$ cat src/rtl/vic_pkg.sv
package vic_pkg;

  // Register indices on the host register port
  localparam logic [3:0] REG_FIXED_VEC = 4'h0;
  localparam logic [3:0] REG_MOD_VEC = 4'h1;
  localparam logic [3:0] REG_CTRL = 4'h2;
  localparam logic [3:0] REG_SER_ST = 4'h3;
  localparam logic [3:0] REG_DMA_ST = 4'h4;
  localparam logic [3:0] REG_TMR_ST = 4'h5;
  localparam logic [3:0] REG_SER_EN = 4'h6;
  localparam logic [3:0] REG_DMA_EN = 4'h7;
  localparam logic [3:0] REG_TMR_EN = 4'h8;

  // Control register field positions
  localparam int CTRL_SWAP_BIT = 7;
  localparam int CTRL_ACK_HI_BIT = 6;
  localparam int CTRL_ACK_LO_BIT = 5;
  localparam int CTRL_VSEL_BIT = 4;

  // Reset values
  localparam logic [7:0] FIXED_VEC_RST = 8'h00;
  localparam logic [1:0] USER_VEC_RST = 2'h0;
  localparam logic [7:0] EN_RST = 8'h00;

  // Source counts and ranges in default priority order
  localparam int NUM_SRC = 20;
  localparam int SER_LO = 0;
  localparam int DMA_LO = 8;
  localparam int TMR_LO = 16;

  // Acknowledge cycle types
  localparam logic [1:0] ACK_NONE = 2'h0;
  localparam logic [1:0] ACK_SINGLE = 2'h1;
  localparam logic [1:0] ACK_DOUBLE = 2'h2;

  typedef enum logic [1:0] {ACK_IDLE, ACK_ARMED, ACK_DRIVE} vic_ack_state_t;

  // Six-bit source code for a source index in default priority order
  function automatic logic [5:0] src_code(input logic [4:0] idx);
    logic [4:0] j;
    j = 5'h00;
    if (idx < 5'd8) begin
      return {idx[2], 1'b0, 3'({1'b0, idx[1:0]} + 3'h2), 1'b0};
    end else if (idx < 5'd16) begin
      j = idx - 5'd8;
      return {j[2], 1'b1, 3'({1'b0, j[1], j[0]} + 3'h2), 1'b0};
    end else begin
      j = idx - 5'd16;
      return {j[1], 3'h7, j[0], 1'b0};
    end
  endfunction

endpackage

$ cat src/rtl/vic_prio_enc.sv
`timescale 1ns/1ps
module vic_prio_enc #(
  parameter int NSRC = 20
) (
  // Clock, reset, enable
  input wire logic mclk,
  input wire logic rst,
  input wire logic ce,
  // Pending sources and order select
  input wire logic [NSRC-1:0] pend,
  input wire logic swap,
  // Winning code
  output logic [5:0] code_q,
  output logic any_q
);

  logic [4:0] ser_idx, dma_idx, tmr_idx, win_idx;
  logic ser_hit, dma_hit, tmr_hit;

  // Lowest index pending within each group
  always_comb begin
    ser_idx = 5'h00;
    dma_idx = 5'h00;
    tmr_idx = 5'h00;
    ser_hit = 1'b0;
    dma_hit = 1'b0;
    tmr_hit = 1'b0;
    for (int i = vic_pkg::DMA_LO - 1; i >= vic_pkg::SER_LO; i--) begin
      if (pend[i]) begin
        ser_idx = 5'(i);
        ser_hit = 1'b1;
      end
    end
    for (int i = vic_pkg::TMR_LO - 1; i >= vic_pkg::DMA_LO; i--) begin
      if (pend[i]) begin
        dma_idx = 5'(i);
        dma_hit = 1'b1;
      end
    end
    for (int i = NSRC - 1; i >= vic_pkg::TMR_LO; i--) begin
      if (pend[i]) begin
        tmr_idx = 5'(i);
        tmr_hit = 1'b1;
      end
    end
  end

  // Group order: serial before DMA unless swapped; timers always last
  always_comb begin
    if (swap && dma_hit) begin
      win_idx = dma_idx;
    end else if (ser_hit) begin
      win_idx = ser_idx;
    end else if (dma_hit) begin
      win_idx = dma_idx;
    end else begin
      win_idx = tmr_idx;
    end
  end

  always_ff @(posedge mclk or posedge rst) begin
    if (rst) begin
      code_q <= 6'h00;
      any_q <= 1'b0;
    end else if (ce) begin
      code_q <= vic_pkg::src_code(win_idx);
      any_q <= ser_hit | dma_hit | tmr_hit;
    end
  end

endmodule // vic_prio_enc

$ cat src/rtl/vic_top.sv
`timescale 1ns/1ps
module vic_top (
  // Clock, reset, enable
  input wire logic mclk,
  input wire logic rst,
  input wire logic ce,
  // Source request lines
  input wire logic [7:0] serial_req,
  input wire logic [7:0] dma_req,
  input wire logic [3:0] timer_req,
  // Host register port
  input wire logic [3:0] reg_addr,
  input wire logic reg_wr,
  input wire logic reg_rd,
  input wire logic [7:0] reg_wdata,
  output logic [7:0] reg_rdata_q,
  // Host interrupt pins
  output logic irq_n_q,
  input wire logic irq_ack_n,
  output logic [7:0] vec_data_q,
  output logic vec_oe_q
);

  logic [7:0] fixed_vector_q;
  logic [1:0] user_vec_q;
  logic priority_swap_q, vector_select_q;
  logic [1:0] ack_type_q;
  logic [7:0] serial_irq_status_q, dma_irq_status_q;
  logic [3:0] timer_irq_status_q;
  logic [7:0] serial_irq_enable_q, dma_irq_enable_q;
  logic [3:0] timer_irq_enable_q;
  logic [19:0] pend;
  logic [5:0] code_q;
  logic any_q;
  logic ack_prev_q;
  logic ack_fall;
  logic [7:0] sel_vec;
  logic [7:0] rdata_d;
  vic_pkg::vic_ack_state_t state_q;

  function automatic logic hit(input logic [3:0] a, input logic [3:0] r, input logic wr);
    return wr && (a == r);
  endfunction

  // Status mirrors the source lines; clearing happens at the source
  always_ff @(posedge mclk or posedge rst) begin
    if (rst) begin
      serial_irq_status_q <= 8'h00;
      dma_irq_status_q <= 8'h00;
      timer_irq_status_q <= 4'h0;
    end else if (ce) begin
      serial_irq_status_q <= serial_req;
      dma_irq_status_q <= dma_req;
      timer_irq_status_q <= timer_req;
    end
  end

  // Host-writable registers
  always_ff @(posedge mclk or posedge rst) begin
    if (rst) begin
      fixed_vector_q <= vic_pkg::FIXED_VEC_RST;
      user_vec_q <= vic_pkg::USER_VEC_RST;
      priority_swap_q <= 1'b0;
      ack_type_q <= vic_pkg::ACK_NONE;
      vector_select_q <= 1'b0;
      serial_irq_enable_q <= vic_pkg::EN_RST;
      dma_irq_enable_q <= vic_pkg::EN_RST;
      timer_irq_enable_q <= 4'h0;
    end else if (ce) begin
      if (hit(reg_addr, vic_pkg::REG_FIXED_VEC, reg_wr)) begin
        fixed_vector_q <= reg_wdata;
      end
      if (hit(reg_addr, vic_pkg::REG_MOD_VEC, reg_wr)) begin
        user_vec_q <= reg_wdata[7:6];
      end
      if (hit(reg_addr, vic_pkg::REG_CTRL, reg_wr)) begin
        priority_swap_q <= reg_wdata[vic_pkg::CTRL_SWAP_BIT];
        ack_type_q <= {reg_wdata[vic_pkg::CTRL_ACK_HI_BIT], reg_wdata[vic_pkg::CTRL_ACK_LO_BIT]};
        vector_select_q <= reg_wdata[vic_pkg::CTRL_VSEL_BIT];
      end
      if (hit(reg_addr, vic_pkg::REG_SER_EN, reg_wr)) begin
        serial_irq_enable_q <= reg_wdata;
      end
      if (hit(reg_addr, vic_pkg::REG_DMA_EN, reg_wr)) begin
        dma_irq_enable_q <= reg_wdata;
      end
      if (hit(reg_addr, vic_pkg::REG_TMR_EN, reg_wr)) begin
        timer_irq_enable_q <= reg_wdata[7:4];
      end
    end
  end

  // Read mux; unmapped indices read zero
  always_comb begin
    unique case (reg_addr)
      vic_pkg::REG_FIXED_VEC: rdata_d = fixed_vector_q;
      vic_pkg::REG_MOD_VEC: rdata_d = {user_vec_q, 6'h00};
      vic_pkg::REG_CTRL: rdata_d = {priority_swap_q, ack_type_q, vector_select_q, 4'h0};
      vic_pkg::REG_SER_ST: rdata_d = serial_irq_status_q;
      vic_pkg::REG_DMA_ST: rdata_d = dma_irq_status_q;
      vic_pkg::REG_TMR_ST: rdata_d = {timer_irq_status_q, 4'h0};
      vic_pkg::REG_SER_EN: rdata_d = serial_irq_enable_q;
      vic_pkg::REG_DMA_EN: rdata_d = dma_irq_enable_q;
      vic_pkg::REG_TMR_EN: rdata_d = {timer_irq_enable_q, 4'h0};
      default: rdata_d = 8'h00;
    endcase
  end

  always_ff @(posedge mclk or posedge rst) begin
    if (rst) begin
      reg_rdata_q <= 8'h00;
    end else if (ce && reg_rd) begin
      reg_rdata_q <= rdata_d;
    end
  end

  // Gating and request output
  // Pin is registered so sources settling mid-cycle never glitch it
  assign pend = {timer_irq_status_q & timer_irq_enable_q,
                 dma_irq_status_q & dma_irq_enable_q,
                 serial_irq_status_q & serial_irq_enable_q};

  always_ff @(posedge mclk or posedge rst) begin
    if (rst) begin
      irq_n_q <= 1'b1;
    end else if (ce) begin
      irq_n_q <= ~|pend;
    end
  end

  // Code is registered; the vector lags pending changes by one cycle
  vic_prio_enc #(
    .NSRC(vic_pkg::NUM_SRC)
  ) u_enc (
    .mclk(mclk),
    .rst(rst),
    .ce(ce),
    .pend(pend),
    .swap(priority_swap_q),
    .code_q(code_q),
    .any_q(any_q)
  );

  assign sel_vec = vector_select_q ? {user_vec_q, code_q} : fixed_vector_q;
  // Detector idles high like the pin, so leaving reset never looks like a fall
  assign ack_fall = ack_prev_q && !irq_ack_n;

  // Acknowledge sequencing; type 11 is treated like 00
  always_ff @(posedge mclk or posedge rst) begin
    if (rst) begin
      ack_prev_q <= 1'b1;
      state_q <= vic_pkg::ACK_IDLE;
      vec_oe_q <= 1'b0;
      vec_data_q <= 8'h00;
    end else if (ce) begin
      ack_prev_q <= irq_ack_n;
      unique case (state_q)
        vic_pkg::ACK_IDLE: begin
          if (ack_fall && !irq_n_q) begin
            if (ack_type_q == vic_pkg::ACK_SINGLE) begin
              state_q <= vic_pkg::ACK_DRIVE;
              vec_oe_q <= 1'b1;
              vec_data_q <= sel_vec;
            end else if (ack_type_q == vic_pkg::ACK_DOUBLE) begin
              state_q <= vic_pkg::ACK_ARMED;
            end
          end
        end
        vic_pkg::ACK_ARMED: begin
          if (ack_type_q != vic_pkg::ACK_DOUBLE) begin
            state_q <= vic_pkg::ACK_IDLE;
          end else if (ack_fall) begin
            if (!irq_n_q) begin
              state_q <= vic_pkg::ACK_DRIVE;
              vec_oe_q <= 1'b1;
              vec_data_q <= sel_vec;
            end else begin
              state_q <= vic_pkg::ACK_IDLE;
            end
          end
        end
        vic_pkg::ACK_DRIVE: begin
          // Bus released as soon as the acknowledge is withdrawn
          if (irq_ack_n) begin
            state_q <= vic_pkg::ACK_IDLE;
            vec_oe_q <= 1'b0;
          end
        end
        default: begin
          state_q <= vic_pkg::ACK_IDLE;
          vec_oe_q <= 1'b0;
        end
      endcase
    end
  end
endmodule // vic_top

$ cat config.mk
export PLATFORM = sky130hd
export DESIGN_NAME = vic_top
export DESIGN_NICKNAME = d
export VERILOG_FILES = /design/src/rtl/vic_pkg.sv /design/src/rtl/vic_prio_enc.sv /design/src/rtl/vic_top.sv
export SDC_FILE = /design/constraint.sdc
export NUM_CORES = 1
export LEC_CHECK = 0
export ABC_AREA = 1
export BUFFER_PORTS_ARGS = -buffer_cell sky130_fd_sc_hd__buf_4
export CORE_UTILIZATION = 53
export DETAILED_ROUTE_END_ITERATION = 12
export PLACE_DENSITY = 0.87
export SLEW_MARGIN = 40
export SYNTH_ARGS = -nofsm -noshare
export SYNTH_HDL_FRONTEND = slang
export SYNTH_HIERARCHICAL = 1
export SYNTH_SLANG_ARGS = --single-unit
export TNS_END_PERCENT = 1
$ cat constraint.sdc
create_clock -name mclk -period 2.5 [get_ports mclk]
set_input_delay 0.75 -clock mclk [delete_from_list [all_inputs] [get_ports mclk]]
set_output_delay 0.75 -clock mclk [all_outputs]
set_load 0.02 [all_outputs]
After elaboration in Yosys (flattened, before gate mapping)
Index checks and enable logic that the tools add are counted.
{"block": "word_totals", "register_bits": 81, "input_bits": 38, "wordCells": 138}
{"block": "classes", "add_sub_neg": 4, "n_lt_le_gt_ge": 2, "eq_ne": 21, "n_mux": 64, "n_bitwise": 3, "n_reduce_logical": 26}
{"op": "8-bit one-hot mux with 9 select lines", "n": 1}
{"op": "8-bit two-way mux", "n": 6}
{"op": "5-bit two-way mux", "n": 7}
{"op": "4-bit two-way mux", "n": 8}
{"op": "3-bit two-way mux", "n": 8}
{"op": "1-bit two-way mux", "n": 22}
{"op": "20-bit OR reduction", "n": 1}
{"op": "8-bit bitwise AND", "n": 2}
{"op": "4-bit by 3-bit == test with 1-bit output (second input constant)", "n": 4}
{"op": "8-bit one-hot mux with 2 select lines", "n": 1}
{"op": "2-bit two-way mux", "n": 7}
{"op": "2-bit != test (second input constant)", "n": 7}
{"op": "7-bit AND reduction", "n": 2}
{"op": "6-bit two-way mux", "n": 2}
{"op": "2-bit AND reduction", "n": 6}
{"op": "1-bit logical AND", "n": 10}
{"op": "4-bit by 2-bit == test with 1-bit output (second input constant)", "n": 2}
{"op": "2-bit by 2-bit adder with 3-bit output (second input constant)", "n": 2}
{"op": "3-bit != test (second input constant)", "n": 2}
{"op": "2-bit one-hot mux with 3 select lines", "n": 1}
{"op": "5-bit by 4-bit less-than comparator with 1-bit output (second input constant)", "n": 1}
{"op": "5-bit less-than comparator (second input constant)", "n": 1}
{"op": "5-bit AND reduction", "n": 1}
{"op": "4-bit bitwise AND", "n": 1}
{"op": "other kinds (11)", "n": 15}

Logic depth before layout (Yosys ltp)
Gate-level depths: netlist of run 1.
{"block": "logic_depth", "ltp_word": 16, "ltp_mapped": 13, "mapped_depth_nobuf": 13}

By module
Netlist of run 1, hierarchy kept.
{"module": "vic_top", "instances": 1, "cells_per_inst": 482, "area_per_inst_um2": 3823.7}
{"module": "vic_prio_enc", "instances": 1, "cells_per_inst": 108, "area_per_inst_um2": 635.6}

Worst setup path after synthesis of run 1
Ideal clock, no wire load.
{"block": "synth_timing", "path_type": "input port to flip-flop", "startpoint": "input port reg_addr[2]", "endpoint": "register fixed_vector_q[7]", "setup_ns": 0.125, "t_arrival_ns": 1.422, "required_ns": 2.375, "setup_slack_ns": 0.953, "path_stages": 7, "cell_sequence": "inv_1 nand2_1 nor2_4 nand2_4 buf_6 nand2_1 o21ai_1"}
{"block": "synth_between", "elab_chain_len": 3}
{"item": "from (decl)", "line_no": "vic_top.sv:12", "text": "input wire logic [3:0] reg_addr,"}
{"item": "4-bit zero test", "line_no": "vic_top.sv:42", "text": "return wr && (a == r);"}
{"item": "1-bit logical AND", "line_no": "vic_top.sv:42"}
{"item": "2-bit AND reduction (no source line)"}
{"item": "to (signal assigned)", "line_no": "vic_top.sv:61", "text": "fixed_vector_q <= vic_pkg::FIXED_VEC_RST;"}
{"item": "to (signal assigned)", "line_no": "vic_top.sv:71", "text": "fixed_vector_q <= reg_wdata;"}
{"item": "to (decl)", "line_no": "vic_top.sv:24", "text": "logic [7:0] fixed_vector_q;"}
Every way passes these cells.
A chain may end at the register's enable or synchronous reset.

Worst setup path in the final report of run 1
{"block": "layout_timing", "startpoint": "register irq_n_q", "endpoint": "output port irq_n_q"}
{"item": "from (decl)", "line_no": "vic_top.sv:18", "text": "output logic irq_n_q,"}
{"item": "from (signal assigned)", "line_no": "vic_top.sv:127", "text": "irq_n_q <= ~|pend;"}
No word-level cell between the ends.

==> flow_summary.toml, run 1 <==
[global_route]
met2_usage = 0.447
grt_usage = 0.283
maximum_number_of_pins_on_one_net_before_global_route_repair = 41
grt_use_met3 = 0.0309
grt_pass1_wl_um = 18600
globalRouteMet1Util = 0.377
via_count_of_the_first_global_routing_pass = 3881
grt_most_used_layer = "met2"
globalRoute.totalOverflow = 0
grt_antenna_before_repair = 0

[setup_path]
critical_path.cell_chain = "buf_4"
critPathKind = "flop to output pin"
crit_path_max_fanout = 3
cpPeakStageDelay_ps = 580
total_buffers_and_inverters_traversed_by_the_critical_path = 1
startpoint_type = "flop"
critPathRequiredTime_ps = 1750
data_arrival_time_at_the_worst_slack_endpoint_ps = 1090
timing.critical_path.slowest_stage_cell = "sky130_fd_sc_hd__dfstp_2"
critical_path.top_delay_family = "flip-flops"
cp-end-kind = "output pin"

[sta]
slew_headroom = 0.570
tns_ps = 0
rsz0062_at_grt = "false"
timing.final.setup_violations = 0
layout_min_cycle_time_ps = 1840
maxClockFrequency_mhz = 543
max_slew.worst_pin.slew_ps = 644
final-hold-violation-count = 0
period_share = 0.736
maxSlewViolCount = 0
skew_ps = 9.34

[pwr]
part_of_the_total_power_dissipated_in_sequential_elements = 0.438
power.share.switching = 0.350
switchingPower_mw = 1.44
power.combinational.fraction = 0.283
intPower_mw = 2.67
cellPowerDensity_mw_per_mm2 = 800
vdd.ir_drop.worst_mv = 0.372
p_leak_nw = 2.88
share_clk_of_total_power = 0.279

[cts]
ctsResizeCount = 0
htree_num_levels = 3
postCtsSetupBuffers = 0
ctsHoldBuffers = 0
tritoncts_num_sinks = 80
tritoncts.num_buffers = 9
clk_transition_reported_paths_ps = 90
cts_root_buf = "sky130_fd_sc_hd__clkbuf_8"
cts_buffer_depth = 2
worstSkewPairLatency_ps = 360
tritoncts_clock_tree = "built"

[outcome]
result_of_the_run = "completed"

[finish]
layout.nets = 679
post_route_cells_drive_above_1_share = 0.214
final_cell_utilization_of_the_core = 0.650
antenna_diodes = 0
layout-area-overhead-vs-synth_pct = 16.1

[synth]
yosys_warnings = 6
postSynthCellCount = 586
average_footprint_of_a_synthesized_cell_um2 = 7.54
post_synthesis_instance_area_mm2 = 0.00442
syn_nets = 624

[floorplan]
design.portCount = 56
fp-row-count = 32
initial_core_util = 0.560
floorplan.die.width_um = 93.3
design.core.area_mm2 = 0.00789
floorplan.die_area_mm2 = 0.00871
die_height_um = 93.3

[route]
drcViolationCount = 0
route.detailed.wl_per_inst_um = 15.2
viasPerCell = 5.38
vias = 4021
drt_first_iter_violations = 267
drt_pass1_iterations = 6
drt_wl_total_um = 11300
antenna_left = 0

[min_path]
min-delay-path-class = "primary input to async pin"

[flow_run]
maxCapViolations = 0

[place]
detailedPlacementHpwl_um = 8640
io_buffers = 55
routabilityCongestion = 0.940
## power groups by stage
stage / Combinational (mW) / Sequential [mW] / Clock, mW
floorplan: 0.755 / 1.80 / 0
global placement: 1.11 / 1.79 / 0
detailed placement: 1.16 / 1.81 / 0
CTS: 1.16 / 1.79 / 1.16
global route: 1.30 / 1.82 / 1.22
finish: 1.16 / 1.80 / 1.15
## metal layers
layer	share of wire	vias to the layer above
li1	-	1922
met1	0.43	1879
met2	0.46	182
met3	0.061	38
met4	0.049	0
met5	0	-
## worst paths after layout
path | from | endpoint | slack (ps) | cells past startpoint
max | irq_n_q | irq_n_q | 660 | 1
min | rst | u_enc/code_q[1] | 300 | 2
max reg2reg | serial_irq_status_q[5] | u_enc/code_q[1] | 830 | 9
min reg2reg | vec_data_q[4] | vec_data_q[4] | 490 | 2
max in group asynchronous | rst | irq_n_q | 1350 | 3
min in group mclk | vec_data_q[4] | vec_data_q[4] | 490 | 2
## sequential cells by signal, summed over array words and instances, names as in the netlist, 2 cells and up
register / cells
user_vec_q: 2
u_enc/code_q: 5
dma_irq_status_q: 8
ack_type_q: 2
reg_rdata_q: 8
timer_irq_status_q: 4
fixed_vector_q: 8
dma_irq_enable_q: 8
serial_irq_status_q: 8
state_q: 2
timer_irq_enable_q: 4
vec_data_q: 8
serial_irq_enable_q: 8
## stage by stage
step	power, mW	hold WS, ps	std cells	setup WS [ps]	cell area (um2)
finish	4.10	302	748	659	5130
detailed placement	2.96	471	732	507	4890
floorplan	2.56	449	586	912	4420
CTS	4.11	303	748	652	5130
global placement	2.90	467	732	565	4890
global route	4.33	324	748	642	5130
## cell usage in the layout, fill, tap and decap left out, types with 3 or more instances in the layout
master and count:
sky130_fd_sc_hd__bufinv_16 3, sky130_fd_sc_hd__mux2i_1 8, sky130_fd_sc_hd__nor2_1 30, sky130_fd_sc_hd__a21oi_1 6, sky130_fd_sc_hd__nor2_4 5, sky130_fd_sc_hd__nand3_2 4
sky130_fd_sc_hd__clkbuf_8 9, sky130_fd_sc_hd__nand2_4 3, sky130_fd_sc_hd__nand2_2 6, sky130_fd_sc_hd__dfrtp_1 78, sky130_fd_sc_hd__o21ai_2 25, sky130_fd_sc_hd__inv_2 6
sky130_fd_sc_hd__nand2_1 229, sky130_fd_sc_hd__o21ai_0 27, sky130_fd_sc_hd__nand3_1 39, sky130_fd_sc_hd__nand4_1 3, sky130_fd_sc_hd__inv_1 70, sky130_fd_sc_hd__o21ai_1 8
sky130_fd_sc_hd__buf_4 57, sky130_fd_sc_hd__nor2_2 11
## final cells by class
class / instances / area, um2
clock buffer: 11 / 131
clock inverter: 5 / 104
fill: 693 / 2760
inverter: 77 / 293
multi-input combinational: 415 / 2020
sequential: 80 / 2000
tap: 102 / 128
timing repair buffer: 58 / 448
Note: power is estimated with default switching activity, not from simulation.
==> run 2: changes to the inputs <==
--- a/config.mk
+++ b/config.mk
@@ -7,9 +7,9 @@
 export LEC_CHECK = 0
 export ABC_AREA = 1
 export BUFFER_PORTS_ARGS = -buffer_cell sky130_fd_sc_hd__buf_4
-export CORE_UTILIZATION = 53
+export CORE_UTILIZATION = 58
 export DETAILED_ROUTE_END_ITERATION = 12
-export PLACE_DENSITY = 0.87
+export PLACE_DENSITY = 0.9
 export SLEW_MARGIN = 40
 export SYNTH_ARGS = -nofsm -noshare
 export SYNTH_HDL_FRONTEND = slang
==> constraint.sdc (replaced) <==
create_clock -name mclk -period 1.7 [get_ports mclk]
set_input_delay 0.51 -clock mclk [delete_from_list [all_inputs] [get_ports mclk]]
set_output_delay 0.51 -clock mclk [all_outputs]
set_load 0.02 [all_outputs]
==> flow_summary.toml, run 2 (synthesis gave the netlist of run 1 again) <==
[pwr]
vdd.ir_drop.worst_mv = 0.485
p_leak_nw = 2.92
power.share.switching = 0.350
power_mw = 5.96
switchingPower_mw = 2.08
cellPowerDensity_mw_per_mm2 = 1150
intPower_mw = 3.87
part_of_the_total_power_dissipated_in_sequential_elements = 0.440
power.combinational.fraction = 0.292
share_clk_of_total_power = 0.268

[min_path]
min-delay-path-class = "primary input to async pin"

[sta]
max_slew.worst_pin.slew_ps = 513
maxSlewViolCount = 0
final-hold-violation-count = 0
skew_ps = 7.21
maxClockFrequency_mhz = 621
holdWs_ps = 66.6
slew_headroom = 0.658
period_share = 0.947
layout_min_cycle_time_ps = 1610
timing.final.setup_violations = 0

[cts]
cts_root_buf = "sky130_fd_sc_hd__clkbuf_8"
htree_num_levels = 3
ctsHoldBuffers = 0
cts_buffer_depth = 2
worstSkewPairLatency_ps = 350
tritoncts_num_sinks = 80
clk_transition_reported_paths_ps = 80
tritoncts_clock_tree = "built"
tritoncts.num_buffers = 9

[place]
routabilityCongestion = 1.02
dp_cells = 734
detailedPlacementHpwl_um = 8630
io_buffers = 55

[setup_path]
startpoint_type = "flop"
data_arrival_time_at_the_worst_slack_endpoint_ps = 1900
critPathKind = "flop to flop"
critPathRequiredTime_ps = 1990
cp-end-kind = "flop"
crit_path_max_fanout = 4

[global_route]
globalRoute.totalOverflow = 0
maximum_number_of_pins_on_one_net_before_global_route_repair = 76
grt_usage = 0.317
grt_pass1_wl_um = 18400
via_count_of_the_first_global_routing_pass = 3759
grt_antenna_before_repair = 0

[floorplan]
initial_core_util = 0.606
die_height_um = 89.3
floorplan.die.width_um = 89.3
design.core.area_mm2 = 0.00729
fp-row-count = 31
design.portCount = 56
floorplan.die_area_mm2 = 0.00797

[finish]
final_cell_mix = "225 x sky130_fd_sc_hd__nand2_1, 78 x sky130_fd_sc_hd__dfrtp_1, 70 x sky130_fd_sc_hd__inv_1"
multi_input_area_mm2 = 0.00204
fillers = 636
layout-area-overhead-vs-synth_pct = 17.5
layout.nets = 686
post_route_cells_drive_above_1_share = 0.234
antenna_diodes = 0
mostFrequentLayoutCell = "sky130_fd_sc_hd__nand2_1"
seq_area_mm2 = 0.00200
post_layout_nonfiller_instances = 752

[flow_run]
maxCapViolations = 0

[route]
antenna_left = 0
drt_first_iter_violations = 242
drt_pass1_iterations = 5
drt_wl_total_um = 11300
drcViolationCount = 0
viasPerCell = 5.31
vias = 3990
route.detailed.wl_per_inst_um = 15.1

[outcome]
result_of_the_run = "completed"
==> run 2: changes by cell type in the layout (fill, tap and decap cells not counted) <==
cell / change
sky130_fd_sc_hd__clkbuf_1: -2
sky130_fd_sc_hd__nand2_2: +4
sky130_fd_sc_hd__clkinv_2: +1
sky130_fd_sc_hd__clkbuf_8: +2
sky130_fd_sc_hd__nor2_1: -2
sky130_fd_sc_hd__bufinv_16: -1
sky130_fd_sc_hd__nor2_4: +1
sky130_fd_sc_hd__clkinv_4: +1
sky130_fd_sc_hd__nand2_1: -4
sky130_fd_sc_hd__buf_4: +7
sky130_fd_sc_hd__nor2_2: +1
sky130_fd_sc_hd__inv_6: -1
==> run 2: worst max-delay path, cell delays in order, from the launching register on <==
cell and delay [ps]:
sky130_fd_sc_hd__dfrtp_1 410, sky130_fd_sc_hd__nand2_1 130, sky130_fd_sc_hd__inv_1 80, sky130_fd_sc_hd__nor2_2 130, sky130_fd_sc_hd__nand3_2 120, sky130_fd_sc_hd__nor2_4 180
sky130_fd_sc_hd__nand3_1 90, sky130_fd_sc_hd__nand2_1 100, sky130_fd_sc_hd__nand2_1 80, sky130_fd_sc_hd__nand2_2 80, sky130_fd_sc_hd__o21bai_1 80, sky130_fd_sc_hd__inv_1 70
==> run 2: area by class of cell <==
type                    instances  area share
clock buffers                  11      0.0291
clock inverters                 5      0.0152
inverters                      77      0.0564
multi-input cells             415       0.393
flip-flops and latches         80       0.386
well taps                      99      0.0238
repair buffers                 65      0.0964
==> run 2: layer usage <==
layer  global-route usage  wire (um)  up-vias
li1                     -          -     1949
met5                    0          0        -
met4                0.143        439        0
met1                0.406       4940     1860
met2                0.531       5440      149
met3               0.0536        525       32
==> run 2: worst paths after layout <==
check	endpoint	cells after the start	slack [ps]	start
setup / recovery	u_enc/code_q[3]	11	90	dma_irq_status_q[2]
hold / removal	u_enc/code_q[2]	2	70	rst
setup reg to reg	u_enc/code_q[3]	11	90	dma_irq_status_q[2]
hold reg to reg	reg_rdata_q[5]	2	490	reg_rdata_q[5]
max in group asynchronous	irq_n_q	3	1070	rst
min in group mclk	serial_irq_status_q[0]	3	350	serial_req[0]
==> run 2: stage by stage <==
stage | worst slack (ps) | utilization | TNS (ps) | cell area, um2
3_5_place_dp | 27.5 | 0.676 | 0 | 4930
6_report | 89.8 | 0.712 | 0 | 5190
2_1_floorplan | 352 | - | 0 | 4420
4_1_cts | 76.4 | 0.707 | 0 | 5160
3_3_place_gp | 68.4 | 0.676 | 0 | 4930
5_1_grt | -31.0 | 0.712 | -43.3 | 5190
==> run 2: repair_timing <==
item,4_1_cts,5_1_grt
endpoints found under the setup margin,0,3
endpoints found under the hold margin,0,0
gates resized for setup,0,7
buffers inserted,0,2
==> run 2: power groups by stage <==
stage	combinational (mW)	sequential [mW]	clock [mW]
after floorplan	1.11	2.65	0
after global placement	1.63	2.63	0
after detailed placement	1.69	2.65	0
after CTS	1.71	2.61	1.61
after global routing	1.96	2.67	1.71
final	1.74	2.62	1.60
==> run 3: changes to the inputs <==
--- a/config.mk
+++ b/config.mk
@@ -10,6 +10,7 @@
 export CORE_UTILIZATION = 58
 export DETAILED_ROUTE_END_ITERATION = 12
 export PLACE_DENSITY = 0.9
+export REMOVE_ABC_BUFFERS = 1
 export SLEW_MARGIN = 40
 export SYNTH_ARGS = -nofsm -noshare
 export SYNTH_HDL_FRONTEND = slang
==> flow_summary.toml, run 3 (synthesis gave the netlist of run 1 again) <==
[cts]
cts_buffer_depth = 2
tritoncts.num_buffers = 9
ctsHoldBuffers = 0
cts_root_buf = "sky130_fd_sc_hd__clkbuf_8"
postCtsSetupBuffers = 0
worstSkewPairLatency_ps = 360
htree_num_levels = 3
tritoncts_num_sinks = 80
tritoncts_clock_tree = "built"
ctsResizeCount = 0
clk_transition_reported_paths_ps = 90

[route]
drt_first_iter_violations = 362
drt_wl_total_um = 11200
antenna_left = 0
drcViolationCount = 0
route.detailed.wl_per_inst_um = 14.9
vias = 4122
viasPerCell = 5.48
drt_pass1_iterations = 8

[global_route]
grt_usage = 0.311
globalRoute.totalOverflow = 0
grt_antenna_before_repair = 0
grt_pass1_wl_um = 18200
maximum_number_of_pins_on_one_net_before_global_route_repair = 45
via_count_of_the_first_global_routing_pass = 3794

[pwr]
p_leak_nw = 2.91
power_mw = 5.90
cellPowerDensity_mw_per_mm2 = 1140
vdd.ir_drop.worst_mv = 0.688

[finish]
finish.instance_area_mm2 = 0.00516
final_cell_mix = "226 x sky130_fd_sc_hd__nand2_1, 78 x sky130_fd_sc_hd__dfrtp_1, 70 x sky130_fd_sc_hd__inv_1"
final_cell_utilization_of_the_core = 0.707
layout.nets = 686
antenna_diodes = 0
multi_input_area_mm2 = 0.00203
post_layout_nonfiller_instances = 752
seq_area_mm2 = 0.00200
post_route_cells_drive_above_1_share = 0.231
mostFrequentLayoutCell = "sky130_fd_sc_hd__nand2_1"
layout-area-overhead-vs-synth_pct = 16.7
fillers = 615

[setup_path]
critPathKind = "flop to flop"
crit_path_max_fanout = 3
cp-end-kind = "flop"
critPathRequiredTime_ps = 2000
data_arrival_time_at_the_worst_slack_endpoint_ps = 1910
startpoint_type = "flop"

[floorplan]
design.core.area_mm2 = 0.00729
floorplan.die.width_um = 89.3
die_height_um = 89.3
design.portCount = 56
initial_core_util = 0.606
fp-row-count = 31
floorplan.die_area_mm2 = 0.00797

[sta]
timing.final.setup_violations = 0
final-hold-violation-count = 0
period_share = 0.949
skew_ps = 10.5
maxSlewViolCount = 0
maxClockFrequency_mhz = 620
slew_headroom = 0.620
layout_min_cycle_time_ps = 1610
max_slew.worst_pin.slew_ps = 571
tns_ps = 0
rsz0062_at_grt = "true"

[min_path]
min-delay-path-class = "primary input to async pin"

[place]
place_area_mm2 = 0.00493
io_buffers = 55
dp_cells = 736
routabilityCongestion = 0.997
detailedPlacementHpwl_um = 8560

[outcome]
result_of_the_run = "completed"

[flow_run]
maxCapViolations = 0
run 3: layer usage:
layer	wire length (um)	GRT usage	up-vias
met1	4770	0.415	1907
li1	-	-	1947
met3	836	0.0434	32
met2	5280	0.513	236
met5	0	0	-
met4	351	0.127	0
run 3: worst paths after layout:
path | from | to | slack, ps | cells after the start
hold reg to reg | reg_rdata_q[3] | reg_rdata_q[3] | 490 | 2
hold / removal | rst | u_enc/code_q[4] | 60 | 2
min in group mclk | dma_req[1] | dma_irq_status_q[1] | 350 | 3
setup reg to reg | dma_irq_status_q[2] | u_enc/code_q[5] | 90 | 13
setup / recovery | dma_irq_status_q[2] | u_enc/code_q[5] | 90 | 13
max in group asynchronous | rst | serial_irq_enable_q[6] | 990 | 3
run 3: power by group:
part	switching, mW	leakage [nW]	internal [mW]
registers	0.340	1.02	2.28
logic	1.04	1.79	0.678
clock network	0.702	0.112	0.859
total	2.08	2.91	3.82
run 3: final cells by class:
class / instances / share of cell area
repair buffers: 65 / 0.0946
clock buffers: 10 / 0.0267
inverters: 77 / 0.0560
well taps: 99 / 0.0240
multi-input cells: 415 / 0.394
flip-flops and latches: 80 / 0.389
clock inverters: 6 / 0.0160
run 3: through the flow:
| step | setup WS (ps) | hold slack (ps) |
|---|---|---|
| after floorplan | -717 | 289 |
| after detailed placement | 68.3 | 442 |
| final | 86.0 | 61.1 |
| after CTS | 138 | 64.2 |
| after global placement | 128 | 432 |
| after global routing | 8.52 | 85.0 |
run 3: worst max-delay path, stage by stage, from the launching register on:
cell                      delay (ps)
sky130_fd_sc_hd__dfrtp_1         430
sky130_fd_sc_hd__nand2_1         170
sky130_fd_sc_hd__inv_1            90
sky130_fd_sc_hd__nor2_2          130
sky130_fd_sc_hd__nand3_2         130
sky130_fd_sc_hd__inv_1            90
sky130_fd_sc_hd__nand2_1          80
sky130_fd_sc_hd__nand2_1         120
sky130_fd_sc_hd__nand2_1          70
sky130_fd_sc_hd__nand3_1          70
sky130_fd_sc_hd__nand2_1          50
sky130_fd_sc_hd__inv_1            50
sky130_fd_sc_hd__nand2_1          40
sky130_fd_sc_hd__nand2_1          50
